**src/mmd_pkg.sv**
```systemverilog
// Purpose: Constants and types for the MCU memory map decoder.
// Assumes: One 50 MHz clock, byte-wide data spaces.
// Notes: Bases below are full 16-bit addresses, the ROM ones in program space; block offsets are 3-bit.
package mmd_pkg;
   localparam logic [15:0] ROM_LO_BASE = 16'h0000;
   localparam logic [15:0] ROM_HI_BASE = 16'h8000;
   localparam logic [15:0] ROM_SIZE = 16'h2000;
   localparam logic [15:0] CRAM_BASE = 16'h0000;
   localparam logic [15:0] CRAM_SIZE = 16'h1800;
   localparam logic [15:0] BUF_BASE = 16'hfa10;
   localparam logic [15:0] BUF_SIZE = 16'h0518;
   localparam logic [15:0] SETUP_BASE = 16'hff28;
   localparam logic [15:0] SETUP_SIZE = 16'h0008;
   localparam logic [15:0] CFG_BASE = 16'hff30;
   localparam logic [15:0] CFG_SIZE = 16'h0080;
   localparam logic [15:0] CSR_BASE = 16'hffb0;
   localparam logic [15:0] CSR_SIZE = 16'h0050;
   localparam logic [15:0] FAMILY_BASE = 16'hf800;
   localparam logic [4:0] EXT_HI_BITS = 5'h1f;
   localparam int CSR_BYTES = 80;
   localparam logic [6:0] CSR_MEMCFG_IDX = 7'h00;
   localparam int CSS_BIT = 0;
   localparam int EP_BLOCKS = 16;
   localparam int CFG_BYTES = 128;
   localparam logic [2:0] OFS_CFG = 3'h0;
   localparam logic [2:0] OFS_BBAX = 3'h1;
   localparam logic [2:0] OFS_BSIZ = 3'h2;
   localparam logic [2:0] OFS_CNTX = 3'h3;
   localparam logic [2:0] OFS_BBAY = 3'h5;
   localparam logic [2:0] OFS_CNTY = 3'h7;
   localparam int ISO_BIT = 6;

   typedef enum logic [2:0] {
      RG_NONE = 3'b000,
      RG_CRAM = 3'b001,
      RG_BUF = 3'b010,
      RG_SETUP = 3'b011,
      RG_CFG = 3'b100,
      RG_CSR = 3'b101
   } mmd_region_type;

   function automatic logic in_rng(input logic [15:0] a,
                                   input logic [15:0] base,
                                   input logic [15:0] size);
      logic [16:0] top;
      top = {1'b0, base} + {1'b0, size};
      in_rng = (a >= base) && ({1'b0, a} < top);
   endfunction : in_rng
endpackage : mmd_pkg

```
**src/mmd_decoder.sv**
```systemverilog
// Purpose: Program, external and internal data decoder for the MCU.
// Assumes: Memory arrays sit outside; strobes are registered one cycle.
// Notes: Config blocks and register window answer reads from flops.
`timescale 1ns/1ps
module mmd_decoder (
   // Clock and reset
   input wire logic i_clk,
   input wire logic i_rst_n,
   // External MCU mode strap pin
   input wire logic i_ext_mcu_pin,
   // Program fetch
   input wire logic i_pgm_rd,
   input wire logic [15:0] i_pgm_addr,
   output logic o_pgm_rom_en,
   output logic o_pgm_cram_en,
   output logic [12:0] o_pgm_mem_addr,
   // External data access
   input wire logic i_x_rd,
   input wire logic i_x_wr,
   input wire logic [15:0] i_x_addr,
   input wire logic [7:0] i_x_wdata,
   output logic [7:0] o_x_rdata,
   output logic o_x_rvalid,
   // Code RAM data port
   output logic o_cram_we,
   output logic o_cram_re,
   output logic [12:0] o_cram_addr,
   output logic [7:0] o_cram_wdata,
   // Buffer and setup RAM port
   output logic o_xram_we,
   output logic o_xram_re,
   output logic o_xram_setup,
   output logic [10:0] o_xram_addr,
   output logic [7:0] o_xram_wdata,
   // Internal data access
   input wire logic i_i_rd,
   input wire logic i_i_wr,
   input wire logic i_i_indirect,
   input wire logic [7:0] i_i_addr,
   output logic o_iram_en,
   output logic o_sfr_en,
   output logic o_i_we,
   output logic [7:0] o_i_addr,
   // Buffer manager count writes
   input wire logic i_ubm_wr,
   input wire logic i_ubm_out,
   input wire logic [2:0] i_ubm_ep,
   input wire logic i_ubm_y,
   input wire logic [7:0] i_ubm_count,
   // DMA count writes
   input wire logic i_dma_wr,
   input wire logic i_dma_out,
   input wire logic [2:0] i_dma_ep,
   input wire logic i_dma_y,
   input wire logic [7:0] i_dma_count,
   // Endpoint view
   input wire logic i_view_out,
   input wire logic [2:0] i_view_ep,
   output logic [7:0] o_view_cfg,
   output logic [7:0] o_view_size,
   output logic [7:0] o_view_x_count,
   output logic [7:0] o_view_y_count,
   output logic [15:0] o_view_x_addr,
   output logic [15:0] o_view_y_addr,
   output logic o_view_iso,
   output logic [7:0] o_view_ring_len,
   // Mode status
   output logic o_code_space_select,
   output logic o_ext_mode
);
   import mmd_pkg::*;

   logic ext_s1_reg;
   logic ext_s2_reg;
   logic ext_s3_reg;
   logic ext_reg;
   logic [7:0] csr_reg [CSR_BYTES];
   logic css;
   logic first_reg;
   logic [15:0] xa;
   mmd_region_type rg;
   logic [15:0] ofs;
   logic [6:0] cfg_idx;
   logic [6:0] csr_idx;
   logic [7:0] cfg_rdata;
   logic cfg_wr;
   logic pgm_rom;
   logic pgm_cram;

   assign css = csr_reg[CSR_MEMCFG_IDX][CSS_BIT];
   assign o_code_space_select = css;
   assign o_ext_mode = ext_reg;

   // Strap sync: a change counts once stages two and three agree
   always_ff @(posedge i_clk or negedge i_rst_n) begin
      if (!i_rst_n) begin
         ext_s1_reg <= 1'b0;
         ext_s2_reg <= 1'b0;
         ext_s3_reg <= 1'b0;
         ext_reg <= 1'b0;
      end else begin
         ext_s1_reg <= i_ext_mcu_pin;
         ext_s2_reg <= ext_s1_reg;
         ext_s3_reg <= ext_s2_reg;
         if (ext_s2_reg == ext_s3_reg) begin
            ext_reg <= ext_s3_reg;
         end
      end
   end

   // Marks the first cycle after reset release for checking
   always_ff @(posedge i_clk or negedge i_rst_n) begin
      if (!i_rst_n) begin
         first_reg <= 1'b1;
      end else begin
         first_reg <= 1'b0;
      end
   end

   // Partial decode: only A0-A10 reach us from an external MCU
   assign xa = ext_reg ? {EXT_HI_BITS, i_x_addr[10:0]} : i_x_addr;

   // Region decode; code RAM hides from data space after boot
   always_comb begin
      rg = RG_NONE;
      ofs = 16'h0000;
      if (!ext_reg && !css && in_rng(xa, CRAM_BASE, CRAM_SIZE)) begin
         rg = RG_CRAM;
         ofs = xa - CRAM_BASE;
      end else if (in_rng(xa, BUF_BASE, BUF_SIZE)) begin
         rg = RG_BUF;
         ofs = xa - BUF_BASE;
         // Setup buffer stays hidden from an external MCU
      end else if (!ext_reg && in_rng(xa, SETUP_BASE, SETUP_SIZE)) begin
         rg = RG_SETUP;
         ofs = xa - SETUP_BASE;
      end else if (in_rng(xa, CFG_BASE, CFG_SIZE)) begin
         rg = RG_CFG;
         ofs = xa - CFG_BASE;
      end else if (in_rng(xa, CSR_BASE, CSR_SIZE)) begin
         rg = RG_CSR;
         ofs = xa - CSR_BASE;
      end
   end

   assign cfg_idx = ofs[6:0];
   assign csr_idx = ofs[6:0];
   assign cfg_wr = i_x_wr && (rg == RG_CFG);

   // Register window in flops; byte 0 bit 0 selects code space
   always_ff @(posedge i_clk or negedge i_rst_n) begin
      if (!i_rst_n) begin
         for (int i = 0; i < CSR_BYTES; i++) begin
            csr_reg[i] <= 8'h00;
         end
      end else if (i_x_wr && rg == RG_CSR) begin
         csr_reg[csr_idx] <= i_x_wdata;
      end
   end

   // Code RAM data port; writes can only form in boot mode
   always_ff @(posedge i_clk or negedge i_rst_n) begin
      if (!i_rst_n) begin
         o_cram_we <= 1'b0;
         o_cram_re <= 1'b0;
         o_cram_addr <= 13'h0000;
         o_cram_wdata <= 8'h00;
      end else begin
         // Silent drop: no fault flag exists by design
         o_cram_we <= i_x_wr && (rg == RG_CRAM) && !css;
         o_cram_re <= i_x_rd && (rg == RG_CRAM);
         o_cram_addr <= ofs[12:0];
         o_cram_wdata <= i_x_wdata;
      end
   end

   // Endpoint buffer and setup RAM port
   always_ff @(posedge i_clk or negedge i_rst_n) begin
      if (!i_rst_n) begin
         o_xram_we <= 1'b0;
         o_xram_re <= 1'b0;
         o_xram_setup <= 1'b0;
         o_xram_addr <= 11'h000;
         o_xram_wdata <= 8'h00;
      end else begin
         o_xram_we <= i_x_wr && (rg == RG_BUF || rg == RG_SETUP);
         o_xram_re <= i_x_rd && (rg == RG_BUF || rg == RG_SETUP);
         o_xram_setup <= (rg == RG_SETUP);
         o_xram_addr <= ofs[10:0];
         o_xram_wdata <= i_x_wdata;
      end
   end

   // Flop-held regions and unmapped holes answer here one cycle later
   always_ff @(posedge i_clk or negedge i_rst_n) begin
      if (!i_rst_n) begin
         o_x_rdata <= 8'h00;
         o_x_rvalid <= 1'b0;
      end else begin
         // Unmapped reads answer zero so the core never waits
         o_x_rvalid <= i_x_rd && (rg == RG_CFG || rg == RG_CSR ||
                                  rg == RG_NONE);
         if (rg == RG_CFG) begin
            o_x_rdata <= cfg_rdata;
         end else if (rg == RG_CSR) begin
            o_x_rdata <= csr_reg[csr_idx];
         end else begin
            o_x_rdata <= 8'h00;
         end
      end
   end

   // Program decode; an external MCU fetches nothing from us
   assign pgm_rom = !ext_reg && i_pgm_rd &&
                    ((!css && in_rng(i_pgm_addr, ROM_LO_BASE, ROM_SIZE)) ||
                     in_rng(i_pgm_addr, ROM_HI_BASE, ROM_SIZE));
   assign pgm_cram = !ext_reg && i_pgm_rd && css &&
                     in_rng(i_pgm_addr, CRAM_BASE, CRAM_SIZE);

   always_ff @(posedge i_clk or negedge i_rst_n) begin
      if (!i_rst_n) begin
         o_pgm_rom_en <= 1'b0;
         o_pgm_cram_en <= 1'b0;
         o_pgm_mem_addr <= 13'h0000;
      end else begin
         o_pgm_rom_en <= pgm_rom;
         o_pgm_cram_en <= pgm_cram;
         o_pgm_mem_addr <= i_pgm_addr[12:0];
      end
   end

   // Internal data: separate strobes, never the external ports
   always_ff @(posedge i_clk or negedge i_rst_n) begin
      if (!i_rst_n) begin
         o_iram_en <= 1'b0;
         o_sfr_en <= 1'b0;
         o_i_we <= 1'b0;
         o_i_addr <= 8'h00;
      end else begin
         o_iram_en <= (i_i_rd || i_i_wr) && !i_i_addr[7];
         // Indirect reach of the upper half is ignored
         o_sfr_en <= (i_i_rd || i_i_wr) && i_i_addr[7] && !i_i_indirect;
         // Write strobe passes as is; the enables pick the array
         o_i_we <= i_i_wr;
         o_i_addr <= i_i_addr;
      end
   end

   mmd_ep_cfg u_ep_cfg (
      .i_clk(i_clk),
      .i_rst_n(i_rst_n),
      .i_mcu_wr(cfg_wr),
      .i_mcu_idx(cfg_idx),
      .i_mcu_wdata(i_x_wdata),
      .o_mcu_rdata(cfg_rdata),
      .i_ubm_wr(i_ubm_wr),
      .i_ubm_out(i_ubm_out),
      .i_ubm_ep(i_ubm_ep),
      .i_ubm_y(i_ubm_y),
      .i_ubm_count(i_ubm_count),
      .i_dma_wr(i_dma_wr),
      .i_dma_out(i_dma_out),
      .i_dma_ep(i_dma_ep),
      .i_dma_y(i_dma_y),
      .i_dma_count(i_dma_count),
      .i_view_out(i_view_out),
      .i_view_ep(i_view_ep),
      .o_view_cfg(o_view_cfg),
      .o_view_size(o_view_size),
      .o_view_x_count(o_view_x_count),
      .o_view_y_count(o_view_y_count),
      .o_view_x_addr(o_view_x_addr),
      .o_view_y_addr(o_view_y_addr),
      .o_view_iso(o_view_iso),
      .o_view_ring_len(o_view_ring_len)
   );
endmodule : mmd_decoder

```
**src/mmd_ep_cfg.sv**
```systemverilog
// Purpose: Endpoint configuration blocks with three-way shared access.
// Assumes: Blocks 0-7 are IN endpoints 7..0, 8-15 are OUT endpoints 7..0.
// Notes: Same-byte collisions resolve buffer manager, then DMA, then MCU.
`timescale 1ns/1ps
module mmd_ep_cfg (
   // Clock and reset
   input wire logic i_clk,
   input wire logic i_rst_n,
   // MCU byte port
   input wire logic i_mcu_wr,
   input wire logic [6:0] i_mcu_idx,
   input wire logic [7:0] i_mcu_wdata,
   output logic [7:0] o_mcu_rdata,
   // Buffer manager count port
   input wire logic i_ubm_wr,
   input wire logic i_ubm_out,
   input wire logic [2:0] i_ubm_ep,
   input wire logic i_ubm_y,
   input wire logic [7:0] i_ubm_count,
   // DMA count port
   input wire logic i_dma_wr,
   input wire logic i_dma_out,
   input wire logic [2:0] i_dma_ep,
   input wire logic i_dma_y,
   input wire logic [7:0] i_dma_count,
   // Endpoint view
   input wire logic i_view_out,
   input wire logic [2:0] i_view_ep,
   output logic [7:0] o_view_cfg,
   output logic [7:0] o_view_size,
   output logic [7:0] o_view_x_count,
   output logic [7:0] o_view_y_count,
   output logic [15:0] o_view_x_addr,
   output logic [15:0] o_view_y_addr,
   output logic o_view_iso,
   output logic [7:0] o_view_ring_len
);
   import mmd_pkg::*;

   logic [7:0] mem_reg [CFG_BYTES];
   logic [6:0] ubm_idx;
   logic [6:0] dma_idx;
   logic [6:0] vb;
   logic ubm_ok;
   logic dma_ok;

   function automatic logic [3:0] blk_of(input logic out,
                                         input logic [2:0] ep);
      blk_of = out ? (4'd15 - {1'b0, ep}) : (4'd7 - {1'b0, ep});
   endfunction : blk_of

   function automatic logic [15:0] phys(input logic [7:0] base);
      phys = FAMILY_BASE + {5'h00, base, 3'h0};
   endfunction : phys

   assign ubm_idx = {blk_of(i_ubm_out, i_ubm_ep),
                     i_ubm_y ? OFS_CNTY : OFS_CNTX};
   assign dma_idx = {blk_of(i_dma_out, i_dma_ep),
                     i_dma_y ? OFS_CNTY : OFS_CNTX};
   assign ubm_ok = i_ubm_wr && !i_ubm_out;
   assign dma_ok = i_dma_wr && i_dma_out;
   assign vb = {blk_of(i_view_out, i_view_ep), 3'h0};
   assign o_mcu_rdata = mem_reg[i_mcu_idx];

   // Shared storage, one write per byte per cycle
   always_ff @(posedge i_clk or negedge i_rst_n) begin
      if (!i_rst_n) begin
         for (int i = 0; i < CFG_BYTES; i++) begin
            mem_reg[i] <= 8'h00;
         end
      end else begin
         for (int i = 0; i < CFG_BYTES; i++) begin
            if (ubm_ok && ubm_idx == 7'(i)) begin
               mem_reg[i] <= i_ubm_count;
            end else if (dma_ok && dma_idx == 7'(i)) begin
               mem_reg[i] <= i_dma_count;
            end else if (i_mcu_wr && i_mcu_idx == 7'(i)) begin
               mem_reg[i] <= i_mcu_wdata;
            end
         end
      end
   end

   // Registered endpoint view for the pipe logic
   always_ff @(posedge i_clk or negedge i_rst_n) begin
      if (!i_rst_n) begin
         o_view_cfg <= 8'h00;
         o_view_size <= 8'h00;
         o_view_x_count <= 8'h00;
         o_view_y_count <= 8'h00;
         // Reset shows where an all-zero base byte points
         o_view_x_addr <= FAMILY_BASE;
         o_view_y_addr <= FAMILY_BASE;
         o_view_iso <= 1'b0;
         o_view_ring_len <= 8'h00;
      end else begin
         o_view_cfg <= mem_reg[vb | 7'(OFS_CFG)];
         o_view_size <= mem_reg[vb | 7'(OFS_BSIZ)];
         // Counts are samples per transaction here
         o_view_x_count <= mem_reg[vb | 7'(OFS_CNTX)];
         o_view_y_count <= mem_reg[vb | 7'(OFS_CNTY)];
         o_view_x_addr <= phys(mem_reg[vb | 7'(OFS_BBAX)]);
         o_view_iso <= mem_reg[vb | 7'(OFS_CFG)][ISO_BIT];
         // One circular buffer: Y collapses onto X
         if (mem_reg[vb | 7'(OFS_CFG)][ISO_BIT]) begin
            o_view_y_addr <= phys(mem_reg[vb | 7'(OFS_BBAX)]);
            o_view_ring_len <= mem_reg[vb | 7'(OFS_BSIZ)];
         end else begin
            o_view_y_addr <= phys(mem_reg[vb | 7'(OFS_BBAY)]);
            o_view_ring_len <= 8'h00;
         end
      end
   end
endmodule : mmd_ep_cfg

```
**config.mk**
```make
export PLATFORM = sky130hd
export DESIGN_NAME = mmd_decoder
export DESIGN_NICKNAME = d
export VERILOG_FILES = /design/src/mmd_pkg.sv /design/src/mmd_decoder.sv /design/src/mmd_ep_cfg.sv
export SDC_FILE = /design/constraint.sdc
export NUM_CORES = 2
export LEC_CHECK = 0
export BUFFER_PORTS_ARGS = -buffer_cell sky130_fd_sc_hd__buf_2
export CAP_MARGIN = 10
export CORE_MARGIN = 2
export CORE_UTILIZATION = 40
export DETAILED_ROUTE_END_ITERATION = 12
export GPL_TIMING_DRIVEN = 0
export SYNTH_ARGS = -nofsm -noshare
export SYNTH_HDL_FRONTEND = slang
export SYNTH_HIERARCHICAL = 1
export SYNTH_SLANG_ARGS = --single-unit
```
**constraint.sdc**
```tcl
create_clock -name i_clk -period 6 [get_ports i_clk]
set_input_delay 0.3 -clock i_clk [delete_from_list [all_inputs] [get_ports i_clk]]
set_output_delay 0.3 -clock i_clk [all_outputs]
set_load 0.02 [all_outputs]
```
==> impl_metrics.ini <==
[yosys]
yosysSeqAreaShare_pct = 49.8
syn-instance-count = 6597
postSynth.asyncResetShare_pct = 100
syn_area_um2 = 89700
synth-seq-cells = 1785
yosys_warnings = 6
yosysUniqueCellTypes = 103
synth_flop_cell = dfrtp_1
synth_edf_count = 0
synth_area_per_cell_um2 = 13.6

[worst_setup_path]
path_buf_inv = 5
max_stage_delay_ns = 1.19
cp_max_fo = 10
cp-start-kind = input port
path_cells = buf_2, clkbuf_1, inv_1, ha_1, or4b_1, a21oi_2, nand3_1, a211o_1, nand2_4, clkbuf_1, nor2b_1, nand2_1, buf_1, nor2_1, mux2_2
cpMostUsedCell = clkbuf_1
arrival_ns = 6.99
cp-end-kind = flip-flop
required_ns = 6.77
crit_path_top_delay_cell = nor2_1
critical_path_class = in2reg
crit_family = simple AND/OR/NAND/NOR gates

[cts]
cts_buffer_depth = 3
clkTransAtPathRegs_ns = 0.06
cts.sinks = 1785
cts_tree = yes
clockRootBuffer = clkbuf_16
cts_buffers = 202
clkLatencyLatePin_ns = 0.94
htreeDepth = 4

[placed_design]
hpwl_um = 358000
place_ws_ns = -4.68
port_buffers = 220
gp_congestion = 1.06

[timing]
fin_worst_skew_ns = 0.0659
fin_ws_ns = -0.226
hold_viol = 13
fin_crit_sh_pct = 104
max_freq_mhz = 161
drv_slew = 31
max_slew.worst_pin.slew_ns = 1.56
setup_viol = 60
fin_crit_ns = 6.23
slew_headroom_pct = -4.21
rsz0062_at_grt = false
whs_ns = -0.0668

[worst_hold_path]
hp-class = in2async

[pwr]
pwr-share-comb_pct = 15.3
p_leak_nw = 48.7
powerDensity_nw_per_um2 = 298
power.total_mw = 31.0
vdd_drop_max_mv = 0.315
pwr-share-clk_pct = 41.7
p_switching_mw = 9.78
swShare_pct = 31.5
intPower_mw = 21.2
pwr-share-seq_pct = 43.0

[global_routing]
grtUsageTotal_pct = 41.4
grt_max_degree = 169
antenna_found_initial = 53
gr-total-overflow = 0
grt_pass1_wl_um = 629000
grt_pass1_vias = 66400

[route]
drcViolationCount = 0
ant_nets = 0
totalWireLength_um = 478000
vias = 68700
drt_iter0_markers = 9055
first_pass_iters = 7
wl_per_cell_um = 46.2
via_per_inst = 6.64

[status]
violations = hold timing, capacitance limit, slew limit, setup timing
outcome = finished with violations

[layout]
final_util_pct = 46.8
area_growth_pct = 16.2
drive_gt1_share_pct = 43.0
largest_reg_flops = 1024
layout.nets = 7268

[floorplan]
core_um2 = 223000
start_util_pct = 40.3
dieArea_um2 = 228000
rows = 173
ios = 244
dieWidth_um = 477
dieHeight_um = 477

[run]
cap_violations = 3
cell usage after synthesis, drive strengths merged, types with 8 or more instances:
cell / instances / share of area, %
or2: 10 / 0.070
mux2i: 367 / 4.1
o22ai: 209 / 1.5
nor2: 289 / 1.9
buf: 230 / 1.4
nand3: 38 / 0.24
nand4: 11 / 0.10
nand2b: 18 / 0.13
inv: 16 / 0.067
or3: 13 / 0.091
nor3: 71 / 0.44
mux2: 1605 / 20
o211ai: 8 / 0.067
o221ai: 12 / 0.12
clkbuf: 343 / 1.4
a21oi: 139 / 0.81
and2: 19 / 0.13
nor2b: 34 / 0.24
mux4: 463 / 12
a221oi: 24 / 0.24
a211oi: 28 / 0.25
nor4: 18 / 0.13
dfrtp: 1785 / 50
nand2: 402 / 1.8
a22o: 8 / 0.078
o21ai: 270 / 1.5
a22oi: 27 / 0.23
a31oi: 13 / 0.11
and3: 10 / 0.070
final cells by class:
cell class / instances / area, um2
fillers: 20100 / 118000
flip-flops and latches: 1785 / 44700
multi-input cells: 4237 / 42900
clock buffers: 285 / 5830
well taps: 2975 / 3720
repair buffers: 363 / 3080
plain buffers: 568 / 2810
clock inverters: 82 / 1050
diodes: 35 / 87.6
inverters: 16 / 72.6
what timing repair did:
action	CTS	global route
setup endpoints to repair	1032	59
endpoints found under the hold margin	260	0
hold buffers	71	0
setup buffers	7	0
pin swaps	2	4
gates resized for setup	159	27
cloned	0	0
power by group through the flow:
stage | registers (mW) | logic (mW) | clock network [mW]
finish | 13.3 | 4.73 | 12.9
global placement | 13.5 | 4.26 | 0
CTS | 13.3 | 4.52 | 13.1
detailed placement | 13.5 | 4.37 | 0
global route | 13.3 | 4.74 | 13.5
floorplan | 13.0 | 1.95 | 0
through the flow:
step,TNS (ns),cell area (um2),hold WS [ns],cells
global placement,-,94500,0.338,9806
global route,0,104000,0.0342,10300
finish,-5.24,104000,-0.0668,10300
detailed placement,-2208.50,95700,0.338,9865
floorplan,0,89700,0.00441,6611
CTS,0,104000,0.00221,10300
layer usage:
layer	global-route usage, %	up-vias	wire length, um
met5	0	-	127
met3	12.0	1486	48300
met4	34.1	16	49400
met1	50.6	36700	175000
met2	60.6	4723	206000
li1	-	25800	-
cell families after synthesis:
group	share of synthesized area [%]
other	0.00838
adder cells (fa/ha/maj)	0.0949
buffers and inverters	2.91
flip-flops	49.8
multiplexers	35.9
AND/OR/NAND/NOR	5.61
XOR/XNOR	0.0293
AO/OA/AOI/OAI	5.61
layout by cell type (no fill, tap or decap), drive strengths merged, types with 28 or more instances in the layout:
master and instances:
a211oi 28, nand3 38, mux2 1605, diode 35, mux4 463, nor2 289
dfrtp 1785, nand2 402, o22ai 209, buf 517, clkinv 55, nor2b 34
dlygate4sd3 71, clkbuf 626, nor3 71, mux2i 367, a21oi 139, o21ai 270
final timing paths:
path / startpoint / endpoint / slack (ns) / cells after the start
max: i_x_addr[5] / u_ep_cfg/mem_reg[278]$_DFFE_PN0P_ / -0.23 / 15
min: i_rst_n / u_ep_cfg/mem_reg[644]$_DFFE_PN0P_ / -0.07 / 2
max reg2reg: o_ext_mode$_DFFE_PN0N_ / o_x_rdata[0]$_DFF_PN0_ / -0.12 / 20
min reg2reg: ext_s1_reg$_DFF_PN0_ / ext_s2_reg$_DFF_PN0_ / 0.35 / 0
max in group asynchronous: i_rst_n / csr_reg[232]$_DFFE_PN0P_ / 1.95 / 8
min in group i_clk: i_dma_y / u_ep_cfg/mem_reg[258]$_DFFE_PN0P_ / 0.04 / 4
(Power assumes the default switching activity.)
